===== src/design/cfs_pkg.sv =====
`default_nettype none
package cfs_pkg;
  // register byte offsets
  localparam logic [7:0] OFF_CMD = 8'h00;
  localparam logic [7:0] OFF_FILE = 8'h04;
  localparam logic [7:0] OFF_LCSI = 8'h08;
  localparam logic [7:0] OFF_RESULT = 8'h0c;
  localparam logic [7:0] OFF_DATA = 8'h10;
  localparam logic [7:0] OFF_FWR = 8'h14;
  localparam logic [7:0] OFF_PIN = 8'h18;
  localparam logic [7:0] OFF_PINRES = 8'h1c;
  localparam logic [7:0] OFF_SFR = 8'h20;
  // command register fields
  localparam int CMD_P2_LSB = 0;
  localparam int CMD_P1_LSB = 8;
  localparam int CMD_LE_LSB = 16;
  localparam int CMD_KIND_BIT = 24;
  // file configuration fields
  localparam int FILE_FID_LSB = 0;
  localparam int FILE_SFR_LSB = 16;
  localparam int FILE_SFR_PRESENT_BIT = 24;
  localparam int FILE_SFR_LEN_BIT = 25;
  localparam int FILE_READ_OK_BIT = 26;
  // file write and template feed fields
  localparam int FWR_DATA_LSB = 0;
  localparam int FWR_ADDR_LSB = 16;
  localparam int PIN_START_BIT = 8;
  // result register fields
  localparam int RES_SW_LSB = 0;
  localparam int RES_APP_LSB = 16;
  localparam int RES_KIND_LSB = 18;
  localparam int RES_REMAIN_LSB = 20;
  // reset values
  localparam logic [15:0] RST_FID = 16'h0000;
  localparam logic [15:0] RST_SW = 16'h9000;
  // data object tags
  localparam logic [7:0] TAG_SFR = 8'h88;
  localparam logic [7:0] TAG_LCSI = 8'h8a;
  localparam logic [7:0] TAG_PIN_TMPL = 8'hc6;
  localparam logic [7:0] TAG_PS = 8'h90;
  localparam logic [7:0] TAG_UQ = 8'h95;
  localparam logic [7:0] TAG_KEYREF = 8'h83;
  localparam logic [7:0] LEN_ONE = 8'h01;
  localparam logic [7:0] KEY_UNIVERSAL = 8'h11;
  // status command parameters
  localparam logic [7:0] P1_NO_IND = 8'h00;
  localparam logic [7:0] P1_APP_INIT = 8'h01;
  localparam logic [7:0] P1_APP_TERM = 8'h02;
  localparam logic [7:0] P2_AS_SELECT = 8'h00;
  localparam logic [7:0] P2_APP_NAME = 8'h01;
  localparam logic [7:0] P2_NO_DATA = 8'h0c;
  // status words
  localparam logic [15:0] SW_OK = 16'h9000;
  localparam logic [15:0] SW_SECURITY = 16'h6982;
  localparam logic [15:0] SW_NOT_FOUND = 16'h6a82;
  localparam logic [15:0] SW_BAD_P1P2 = 16'h6a86;
  localparam logic [15:0] SW_BAD_OFFSET = 16'h6b00;
  localparam logic [8:0] LE_ZERO_LEN = 9'h100;

  typedef enum logic [2:0] {
    LC_NONE, LC_CREATION, LC_INIT, LC_OP_ACTIVE, LC_OP_INACTIVE,
    LC_TERMINATED, LC_PROPRIETARY, LC_RFU
  } cfs_lcsi_t;

  typedef enum logic [1:0] {
    RK_NONE, RK_SELECT, RK_APP_NAME, RK_FILE_DATA
  } cfs_resp_kind_t;
endpackage
`default_nettype wire


===== src/design/cfs_tlv_if.sv =====
`default_nettype none
interface cfs_tlv_if;
  import cfs_pkg::*;
  logic pin_start;
  logic pin_valid;
  logic [7:0] pin_byte;
  logic pin_done;
  logic pin_err;
  logic [3:0] key_count;
  logic [7:0] key_enabled;
  logic [7:0] key_qualified;
  logic [7:0] lcsi_byte;
  cfs_lcsi_t lcsi_state;

  modport ctrl (
    output pin_start, pin_valid, pin_byte, lcsi_byte,
    input pin_done, pin_err, key_count, key_enabled, key_qualified,
    input lcsi_state
  );
  modport pin (
    input pin_start, pin_valid, pin_byte,
    output pin_done, pin_err, key_count, key_enabled, key_qualified
  );
  modport lcsi (
    input lcsi_byte,
    output lcsi_state
  );
endinterface
`default_nettype wire


===== src/design/cfs_lcsi_decode.sv =====
`default_nettype none
module cfs_lcsi_decode
  import cfs_pkg::*;
(
  input wire logic pclk, // clock
  input wire logic presetn, // async reset, active low
  cfs_tlv_if.lcsi tif // life cycle byte in, class out
);
  typedef struct packed {
    cfs_lcsi_t state;
  } cfs_lcsi_st_t;

  cfs_lcsi_st_t st_reg;
  cfs_lcsi_st_t st_next;
  logic [7:0] b;

  always_comb
  begin
    b = tif.lcsi_byte;
    st_next = st_reg;
    if (b == 8'h00)
      st_next.state = LC_NONE;
    else if (b == 8'h01)
      st_next.state = LC_CREATION;
    else if (b == 8'h03)
      st_next.state = LC_INIT;
    else if (b[7:3] == 5'h00 && b[2])
      // b2 plays no part in the operational states
      st_next.state = b[0] ? LC_OP_ACTIVE : LC_OP_INACTIVE;
    else if (b[7:2] == 6'h03)
      st_next.state = LC_TERMINATED;
    else if (b[7:4] != 4'h0)
      st_next.state = LC_PROPRIETARY;
    else
      st_next.state = LC_RFU;
  end

  always_ff @(posedge pclk or negedge presetn)
  begin
    if (!presetn)
      st_reg <= '0;
    else
      st_reg <= st_next;
  end

  assign tif.lcsi_state = st_reg.state;
endmodule
`default_nettype wire


===== src/design/cfs_pin_parser.sv =====
`default_nettype none
module cfs_pin_parser
  import cfs_pkg::*;
(
  input wire logic pclk, // clock
  input wire logic presetn, // async reset, active low
  cfs_tlv_if.pin tif // template byte stream and results
);
  typedef enum logic [3:0] {
    P_TAG, P_LEN, P_PSTAG, P_PSLEN, P_PSVAL, P_OBJTAG, P_UQLEN, P_UQVAL,
    P_KTAG, P_KLEN, P_KVAL, P_DONE, P_ERR
  } cfs_pstate_t;

  typedef struct packed {
    cfs_pstate_t state;
    logic [7:0] remain;
    logic [7:0] cnt;
    logic ps_got;
    logic [7:0] ps;
    logic [3:0] idx;
    logic [7:0] en;
    logic [7:0] qual;
    logic uq_seen;
  } cfs_pin_st_t;

  cfs_pin_st_t st_reg;
  cfs_pin_st_t st_next;
  logic [7:0] b;

  always_comb
  begin
    b = tif.pin_byte;
    st_next = st_reg;
    if (tif.pin_start)
      st_next = '0;
    else if (tif.pin_valid)
    begin
      if (st_reg.state != P_TAG && st_reg.state != P_LEN)
        st_next.remain = st_reg.remain - 8'h01;
      case (st_reg.state)
        P_TAG: st_next.state = (b == TAG_PIN_TMPL) ? P_LEN : P_ERR;
        P_LEN:
        begin
          st_next.remain = b;
          st_next.state = (b == 8'h00) ? P_ERR : P_PSTAG;
        end
        P_PSTAG: st_next.state = (b == TAG_PS) ? P_PSLEN : P_ERR;
        P_PSLEN:
        begin
          st_next.cnt = b;
          st_next.state = (b == 8'h00) ? P_ERR : P_PSVAL;
        end
        P_PSVAL:
        begin
          if (!st_reg.ps_got)
            st_next.ps = b;
          st_next.ps_got = 1'b1;
          st_next.cnt = st_reg.cnt - 8'h01;
          if (st_reg.cnt == 8'h01)
            st_next.state = P_OBJTAG;
        end
        P_OBJTAG:
        begin
          if (b == TAG_UQ)
            st_next.state = P_UQLEN;
          else if (b == TAG_KEYREF)
            st_next.state = P_KLEN;
          else
            st_next.state = P_ERR;
        end
        P_UQLEN: st_next.state = (b == LEN_ONE) ? P_UQVAL : P_ERR;
        P_UQVAL:
        begin
          st_next.uq_seen = 1'b1;
          st_next.state = P_KTAG;
        end
        // a qualifier must sit right before its key reference
        P_KTAG: st_next.state = (b == TAG_KEYREF) ? P_KLEN : P_ERR;
        P_KLEN: st_next.state = (b == LEN_ONE) ? P_KVAL : P_ERR;
        P_KVAL:
        begin
          if ((b == KEY_UNIVERSAL && !st_reg.uq_seen) || st_reg.idx[3])
            st_next.state = P_ERR;
          else
          begin
            // first key pairs with b8 of the status byte
            st_next.en[st_reg.idx[2:0]] =
              st_reg.ps[3'd7 - st_reg.idx[2:0]];
            st_next.qual[st_reg.idx[2:0]] = st_reg.uq_seen;
            st_next.idx = st_reg.idx + 4'h1;
            st_next.uq_seen = 1'b0;
            st_next.state = P_OBJTAG;
          end
        end
        default: st_next.state = P_ERR;
      endcase
      // template length closes the object only on a boundary
      if (st_reg.state != P_TAG && st_reg.state != P_LEN &&
          st_reg.state != P_ERR && st_next.remain == 8'h00)
        st_next.state = (st_next.state == P_OBJTAG) ? P_DONE : P_ERR;
    end
  end

  always_ff @(posedge pclk or negedge presetn)
  begin
    if (!presetn)
      st_reg <= '0;
    else
      st_reg <= st_next;
  end

  assign tif.pin_done = (st_reg.state == P_DONE);
  assign tif.pin_err = (st_reg.state == P_ERR);
  assign tif.key_count = st_reg.idx;
  assign tif.key_enabled = st_reg.en;
  assign tif.key_qualified = st_reg.qual;
endmodule
`default_nettype wire


===== src/design/cfs_file_status_top.sv =====
// Notes on behaviour
// no reference object: short_file_ref is file identifier bits b5..b1
// reference object of length zero: file not addressable by short_file_ref
// reference object length one: reference in b8..b4, b3..b1 zero
// life cycle byte: none, creation, init, termination, proprietary, reserved
// upper five zero with b3 set: operational, b1 picks active
// pin template tag c6 opens with pin status byte object tag 90
// usage qualifier 95 length 01 immediately precedes its key reference
// qualifier mandatory before universal pin key reference 11
// each pin is a key reference 83; count equals pins in use
// status byte bit set enables key reference in the same order
// status P1: 00 nothing, 01 application initialised, 02 terminating
// status P2: 00 as select, 01 application name, 0c no data
// terminal sends Le empty, 00, or its maximum expected length
// binary read only when the file read condition is satisfied
// P1 b8 clear: offset is P1 b7..b1 high, P2 low
// P1 b8..b6 = 100: short_file_ref in b5..b1, P2 is offset
// binary read has no command data and returns exactly Le bytes
// P1 b8 set with b7 or b6 set: error, no read, no change
`default_nettype none
module cfs_file_status_top
  import cfs_pkg::*;
#(
  parameter int FILE_BYTES = 256
)
(
  input wire logic pclk, // clock, 20 MHz
  input wire logic presetn, // async reset, active low
  input wire logic psel, // apb select
  input wire logic penable, // apb access phase
  input wire logic pwrite, // apb direction
  input wire logic [7:0] paddr, // apb byte address
  input wire logic [31:0] pwdata, // apb write data
  output logic [31:0] prdata, // apb read data
  output logic pready, // apb ready
  output logic pslverr // apb error, unmapped address
);
  localparam int AW = (FILE_BYTES > 1) ? $clog2(FILE_BYTES) : 1;
  localparam logic [16:0] FILE_LIMIT = 17'(FILE_BYTES);

  if (FILE_BYTES < 2 || FILE_BYTES > 32768)
  begin
    $error("FILE_BYTES must lie between 2 and 32768");
  end

  typedef struct packed {
    logic pready;
    logic pslverr;
    logic [31:0] prdata;
    logic [15:0] fid;
    logic [7:0] sfr_byte;
    logic sfr_present;
    logic sfr_len1;
    logic read_ok;
    logic [7:0] lcsi_byte;
    logic [15:0] sw;
    logic [1:0] app_ind;
    cfs_resp_kind_t resp_kind;
    logic [8:0] remain;
    logic [14:0] ptr;
    logic pin_start;
    logic pin_valid;
    logic [7:0] pin_byte;
  } cfs_top_st_t;

  cfs_top_st_t st_reg;
  cfs_top_st_t st_next;
  logic [7:0] file_mem [FILE_BYTES];
  logic mem_we;
  logic [AW-1:0] mem_addr;
  logic [7:0] mem_wdata;
  logic [7:0] mem_rdata;
  logic setup_done;
  logic finish;
  logic [6:0] sfr_now;
  logic [7:0] p1;
  logic [7:0] p2;
  logic [8:0] len;
  logic [14:0] off;
  logic [15:0] rb_sw;
  logic [15:0] fwr_addr;

  cfs_tlv_if tif();

  // {malformed, supported, reference} for the current file
  function automatic logic [6:0] sfr_eval(
    input logic present,
    input logic len1,
    input logic [7:0] val,
    input logic [15:0] fid
  );
    logic [6:0] r;
    r = '0;
    if (!present)
      r = {2'b01, fid[4:0]};
    else if (!len1)
      r = 7'h00;
    else
      r = {(val[2:0] != 3'b000), 1'b1, val[7:3]};
    return r;
  endfunction

  cfs_lcsi_decode u_lcsi (
    .pclk(pclk),
    .presetn(presetn),
    .tif(tif.lcsi)
  );

  cfs_pin_parser u_pin (
    .pclk(pclk),
    .presetn(presetn),
    .tif(tif.pin)
  );

  assign tif.pin_start = st_reg.pin_start;
  assign tif.pin_valid = st_reg.pin_valid;
  assign tif.pin_byte = st_reg.pin_byte;
  assign tif.lcsi_byte = st_reg.lcsi_byte;

  assign mem_rdata = file_mem[st_reg.ptr[AW-1:0]];

  always_comb
  begin
    st_next = st_reg;
    mem_we = 1'b0;
    mem_addr = '0;
    mem_wdata = '0;
    setup_done = psel && penable && !st_reg.pready;
    finish = psel && penable && st_reg.pready;
    sfr_now = sfr_eval(st_reg.sfr_present, st_reg.sfr_len1,
                       st_reg.sfr_byte, st_reg.fid);
    p1 = pwdata[CMD_P1_LSB +: 8];
    p2 = pwdata[CMD_P2_LSB +: 8];
    // Le of zero asks for the full 256 bytes
    len = (pwdata[CMD_LE_LSB +: 8] == 8'h00) ? LE_ZERO_LEN
          : {1'b0, pwdata[CMD_LE_LSB +: 8]};
    off = '0;
    rb_sw = SW_OK;
    fwr_addr = pwdata[FWR_ADDR_LSB +: 16];
    st_next.pin_start = 1'b0;
    st_next.pin_valid = 1'b0;

    // binary read decode, used when a command write completes
    if (p1[7] && p1[6:5] != 2'b00)
      rb_sw = SW_BAD_P1P2;
    else if (!st_reg.read_ok)
      rb_sw = SW_SECURITY;
    else if (!p1[7])
      off = {p1[6:0], p2};
    else
    begin
      off = {7'h00, p2};
      if (!sfr_now[5] || sfr_now[6] || sfr_now[4:0] != p1[4:0])
        rb_sw = SW_NOT_FOUND;
    end
    if (rb_sw == SW_OK && ({2'b00, off} + {8'h00, len}) > FILE_LIMIT)
      rb_sw = SW_BAD_OFFSET;

    if (setup_done)
    begin
      st_next.pready = 1'b1;
      st_next.pslverr = 1'b0;
      st_next.prdata = '0;
      if (paddr == OFF_CMD)
        st_next.prdata = '0;
      else if (paddr == OFF_FILE)
        st_next.prdata = {5'h00, st_reg.read_ok, st_reg.sfr_len1,
                          st_reg.sfr_present, st_reg.sfr_byte, st_reg.fid};
      else if (paddr == OFF_LCSI)
        st_next.prdata = {21'h0, tif.lcsi_state, st_reg.lcsi_byte};
      else if (paddr == OFF_RESULT)
        st_next.prdata = {3'h0, st_reg.remain, st_reg.resp_kind,
                          st_reg.app_ind, st_reg.sw};
      else if (paddr == OFF_DATA)
        st_next.prdata = (st_reg.remain != 9'h000) ? {24'h0, mem_rdata}
                         : 32'h0;
      else if (paddr == OFF_FWR || paddr == OFF_PIN)
        st_next.prdata = '0;
      else if (paddr == OFF_PINRES)
        st_next.prdata = {10'h0, tif.pin_err, tif.pin_done, tif.key_count,
                          tif.key_qualified, tif.key_enabled};
      else if (paddr == OFF_SFR)
        st_next.prdata = {25'h0, sfr_now};
      else
        st_next.pslverr = 1'b1;
    end
    else if (finish)
    begin
      st_next.pready = 1'b0;
      st_next.pslverr = 1'b0;
      if (pwrite)
      begin
        if (paddr == OFF_CMD)
        begin
          if (pwdata[CMD_KIND_BIT])
          begin
            // no command data field exists for a binary read
            st_next.sw = rb_sw;
            st_next.resp_kind = (rb_sw == SW_OK) ? RK_FILE_DATA : RK_NONE;
            st_next.ptr = (rb_sw == SW_OK) ? off : st_reg.ptr;
            st_next.remain = (rb_sw == SW_OK) ? len : 9'h000;
          end
          else
          begin
            st_next.remain = 9'h000;
            st_next.resp_kind = RK_NONE;
            st_next.sw = SW_OK;
            if (p1 == P1_NO_IND || p1 == P1_APP_INIT || p1 == P1_APP_TERM)
              st_next.app_ind = p1[1:0];
            else
              st_next.sw = SW_BAD_P1P2;
            if (st_next.sw == SW_OK)
            begin
              if (p2 == P2_AS_SELECT)
                st_next.resp_kind = RK_SELECT;
              else if (p2 == P2_APP_NAME)
                st_next.resp_kind = RK_APP_NAME;
              else if (p2 == P2_NO_DATA)
                st_next.resp_kind = RK_NONE;
              else
                st_next.sw = SW_BAD_P1P2;
            end
          end
        end
        else if (paddr == OFF_FILE)
        begin
          st_next.fid = pwdata[FILE_FID_LSB +: 16];
          st_next.sfr_byte = pwdata[FILE_SFR_LSB +: 8];
          st_next.sfr_present = pwdata[FILE_SFR_PRESENT_BIT];
          st_next.sfr_len1 = pwdata[FILE_SFR_LEN_BIT];
          st_next.read_ok = pwdata[FILE_READ_OK_BIT];
        end
        else if (paddr == OFF_LCSI)
          st_next.lcsi_byte = pwdata[7:0];
        else if (paddr == OFF_FWR)
        begin
          mem_we = ({1'b0, fwr_addr} < FILE_LIMIT);
          mem_addr = fwr_addr[AW-1:0];
          mem_wdata = pwdata[FWR_DATA_LSB +: 8];
        end
        else if (paddr == OFF_PIN)
        begin
          st_next.pin_start = pwdata[PIN_START_BIT];
          st_next.pin_valid = !pwdata[PIN_START_BIT];
          st_next.pin_byte = pwdata[7:0];
        end
      end
      else if (paddr == OFF_DATA && st_reg.remain != 9'h000)
      begin
        // each data read hands out the next byte of the response
        st_next.ptr = st_reg.ptr + 15'h0001;
        st_next.remain = st_reg.remain - 9'h001;
      end
    end
  end

  always_ff @(posedge pclk or negedge presetn)
  begin
    if (!presetn)
    begin
      st_reg <= '0;
      st_reg.fid <= RST_FID;
      st_reg.sw <= RST_SW;
    end
    else
      st_reg <= st_next;
  end

  // file contents carry no reset
  always_ff @(posedge pclk)
  begin
    if (mem_we)
      file_mem[mem_addr] <= mem_wdata;
  end

  assign prdata = st_reg.prdata;
  assign pready = st_reg.pready;
  assign pslverr = st_reg.pslverr;
endmodule
`default_nettype wire


===== config.mk =====
export PLATFORM = sky130hd
export DESIGN_NAME = cfs_file_status_top
export DESIGN_NICKNAME = d
export VERILOG_FILES = /design/src/design/cfs_pkg.sv /design/src/design/cfs_tlv_if.sv /design/src/design/cfs_lcsi_decode.sv /design/src/design/cfs_pin_parser.sv /design/src/design/cfs_file_status_top.sv
export SDC_FILE = /design/constraint.sdc
export NUM_CORES = 2
export LEC_CHECK = 0
export ABC_CLOCK_PERIOD_IN_PS = 24700
export BUFFER_PORTS_ARGS = -buffer_cell sky130_fd_sc_hd__buf_2
export CORE_ASPECT_RATIO = 2
export CORE_MARGIN = 2
export CORE_UTILIZATION = 47
export DETAILED_ROUTE_END_ITERATION = 8
export SLEW_MARGIN = 20
export SYNTH_ARGS = -nofsm -noshare
export SYNTH_HDL_FRONTEND = slang
export SYNTH_SLANG_ARGS = --single-unit

===== constraint.sdc =====
create_clock -name pclk -period 24.7 [get_ports pclk]
set_input_delay 4.94 -clock pclk [delete_from_list [all_inputs] [get_ports pclk]]
set_output_delay 4.94 -clock pclk [all_outputs]
set_load 0.005 [all_outputs]

==> run_results.csv <==
group,metric,value,unit
job,maxCapViolCount,0,
routing,ant_nets,0,
cts,clock_path_buffers,4,
cells_and_area,layout-drive-gt1-share,21.1,%
yosys,ys_async_sr_fraction,7.08,%
yosys,yosysSeqAreaShare,72.9,%
cells_and_area,syn_to_final_growth,9.08,%
global_routing,antenna_found_initial,11,
worst_setup_path,cp_slowest_cell,"nor2_1",
timing,fin_crit,8.43,ns
routing,vias,47100,
cts,holdBufCountCts,0,
global_routing,grt_max_degree,186,
yosys,synth_edf_count,2048,
min_path,hold_end,"prdata[16]$_DFFE_PN0P_",
yosys,yosys.area.top_type_share,68.5,%
routing,vias_per_cell,6.33,
power_and_ir_drop,p_leak,37.7,nW
global_routing,grt_pass1_vias,48300,
routing,routedWlPerCell,35.8,um
timing,tns,0,ns
floorplanning,io_pins,79,
placed_design,dpl.hpwl,174000,um
worst_setup_path,worstPathArrival,8.90,ns
cts,htree_levels,4,
cts,clock_sinks,2204,
yosys,synth_seq_cells,2204,
worst_setup_path,cp.required,25.17,ns
worst_setup_path,r2r_slack,18.78,ns
floorplanning,dieArea,195000,um^2
yosys,synth-main-ff-cell,"edfxtp_1",
cts,clock_latency,0.85,ns
cells_and_area,finalInstanceArea,97900,um^2
worst_setup_path,cp-end-kind,"flop",
yosys,synth_cells,4750,
worst_setup_path,path_class,"input port to flop",
cts,post_cts_buffers,0,
timing,setup_violations,0,
yosys,synthTopCellsByArea,"edfxtp_1 69%, mux4_2 12%, dfrtp_1 4.3%",
placed_design,dpl.cell_count,7110,
yosys,synth_area_leader_cell,"edfxtp_1",
min_path,hp-start,"prdata[16]$_DFFE_PN0P_",
worst_setup_path,start_kind,"input port",
floorplanning,core,190000,um^2
cts,clock-root-buffer,"clkbuf_16",
worst_setup_path,crit_chain,"buf_2 -> nor4b_4 -> inv_2 -> or3_1 -> a211oi_2 -> nand4_1 -> nor2_1",
global_routing,gr-total-overflow,0,
floorplanning,initial_core_util,47.3,%
placed_design,dpl_cell_area,92000,um^2
worst_setup_path,r2r_cells,9,
min_path,hold_class,"flop to flop",
routing,drcViolationCount,0,
timing,tightest_slew,1.36,ns
global_routing,grt_usage,27.3,%
timing,slew_headroom,8.56,%
timing,rsz0062_at_grt,"false",
min_path,worst_hold_path.num_cells,2,
global_routing,use_met2,48.8,%
yosys,syn_area_per_cell,18.9,um^2
floorplanning,die_w,313,um
timing,final-max-slew-violation-count,0,
routing,drt_iter0_drc,5068,
worst_setup_path,r2r-start,"st_reg[10]$_DFFE_PN0P_",
global_routing,use_met1,29.9,%
cts,post_cts_resized,0,
placed_design,numPortBuffers,75,
cts,cts_inserted_buffers,186,
cts,cts_tree,"done",
worst_setup_path,worst_r2r_endpoint,"prdata[3]$_DFFE_PN0P_",
routing,wl,267000,um
timing,hold_viol,0,
floorplanning,die_h,622,um
placed_design,gp_congestion,0.963,
timing,whs,0.476,ns
timing,max_freq,0.119,GHz
routing,dr.pass1.iters,5,
yosys,yosysWarnings,0,
timing,finClkSkew,0.0637,ns
worst_setup_path,cp_slowest_stage_delay,1.01,ns
power_and_ir_drop,peakVddDrop,0.0527,mV
global_routing,gr-max-usage-layer,"met2",
timing,post-route-period-util,34.1,%
cells_and_area,final_nets,4856,
floorplanning,rows,226,
yosys,synthesis.area,89700,um^2
outcome,status,"completed",
cells_and_area,largest_reg_flops,2048,
power_and_ir_drop,power.density,72.0,nW/um^2
yosys,ys_types,103,
worst_setup_path,path_max_fanout,16,
global_routing,grt_first_pass_wirelength,373000,um
cells_and_area,finalNonFillerCells,7443,
yosys,synth_common_cells,"2048 x edfxtp_1, 460 x mux4_2, 412 x nor2_1",
yosys,yosysMostFrequentCell,"edfxtp_1",
global_routing,grtUsageMet3,3.73,%
cts,clk_pin_slew,0.07,ns
## layout by cell type (no fill, tap or decap), types with 34 or more instances in the layout
master,count
clkbuf_16,191
buf_4,97
a21oi_1,96
nand3_1,70
nor3_1,47
mux2_2,60
mux4_2,460
mux4_1,37
dfrtp_1,149
nor2_1,406
edfxtp_1,2048
a221oi_1,46
o21ai_0,108
nand2_1,165
mux2i_1,195
buf_2,75
clkbuf_1,34
## report_power, final
| group | total, W | internal (W) | switching, W | leakage, nW |
|---|---|---|---|---|
| sequential | 0.00404 | 0.00402 | 0.0000141 | 25.9 |
| clock | 0.00289 | 0.00155 | 0.00134 | 2.79 |
| combinational | 0.000126 | 0.0000376 | 0.0000879 | 9.04 |
## how the worst max path moves through the flow
| stage | start | to | slack [ns] | cells past startpoint |
|---|---|---|---|---|
| CTS | paddr[5] | file_mem[192][6]$_DFFE_PP_ | 16.36 | 7 |
| floorplan | paddr[5] | file_mem[0][0]$_DFFE_PP_ | 11.46 | 5 |
| finish | paddr[5] | file_mem[192][0]$_DFFE_PP_ | 16.27 | 7 |
| global route | paddr[5] | file_mem[192][0]$_DFFE_PP_ | 16.20 | 8 |
| global placement | paddr[5] | file_mem[192][4]$_DFFE_PP_ | 15.49 | 8 |
| detailed placement | paddr[5] | file_mem[192][2]$_DFFE_PP_ | 15.48 | 7 |
## cells by family after synthesis
logic type,after synthesis,synth area share [%]
fa+ha+maj,16,0.231
other cells,1,0.00418
xor+xnor,16,0.156
compound gates,526,4.07
buf+inv,365,2.61
simple gates,869,4.47
mux,753,15.6
flops,2204,72.9
## per-stage QoR
stage               utilization, %  total power [W]  setup slack [ns]
floorplan                        -          0.00419             11.46
global placement              48.5          0.00424             15.49
detailed placement            48.5          0.00424             15.48
CTS                           51.5          0.00709             16.36
global route                  51.6          0.00721             16.20
finish                        51.6          0.00705             16.27
## worst max-delay path, delay by kind of cell
kind	cells	cell delay [ns]
simple gates	4	3.02
compound gates	1	0.62
buf+inv	2	0.28
## routing by layer
layer  wire length, um  up-vias  share of wire, %
met4             23000       10               8.6
met3             15900      690               6.0
met2            141000     2135                53
li1                  -    19400                 -
met1             87100    24900                33
met5                51        -             0.019
## final cells by class
type / count / area (um^2)
Sequential cell: 2204 / 65400
Inverter: 35 / 138
Antenna cell: 7 / 17.5
Tap cell: 2508 / 3140
Multi-Input combinational cell: 2183 / 22100
Fill cell: 15000 / 91900
Clock buffer: 226 / 4920
Clock inverter: 95 / 826
Timing Repair Buffer: 185 / 1340
Power figures use the tool's default switching activity.
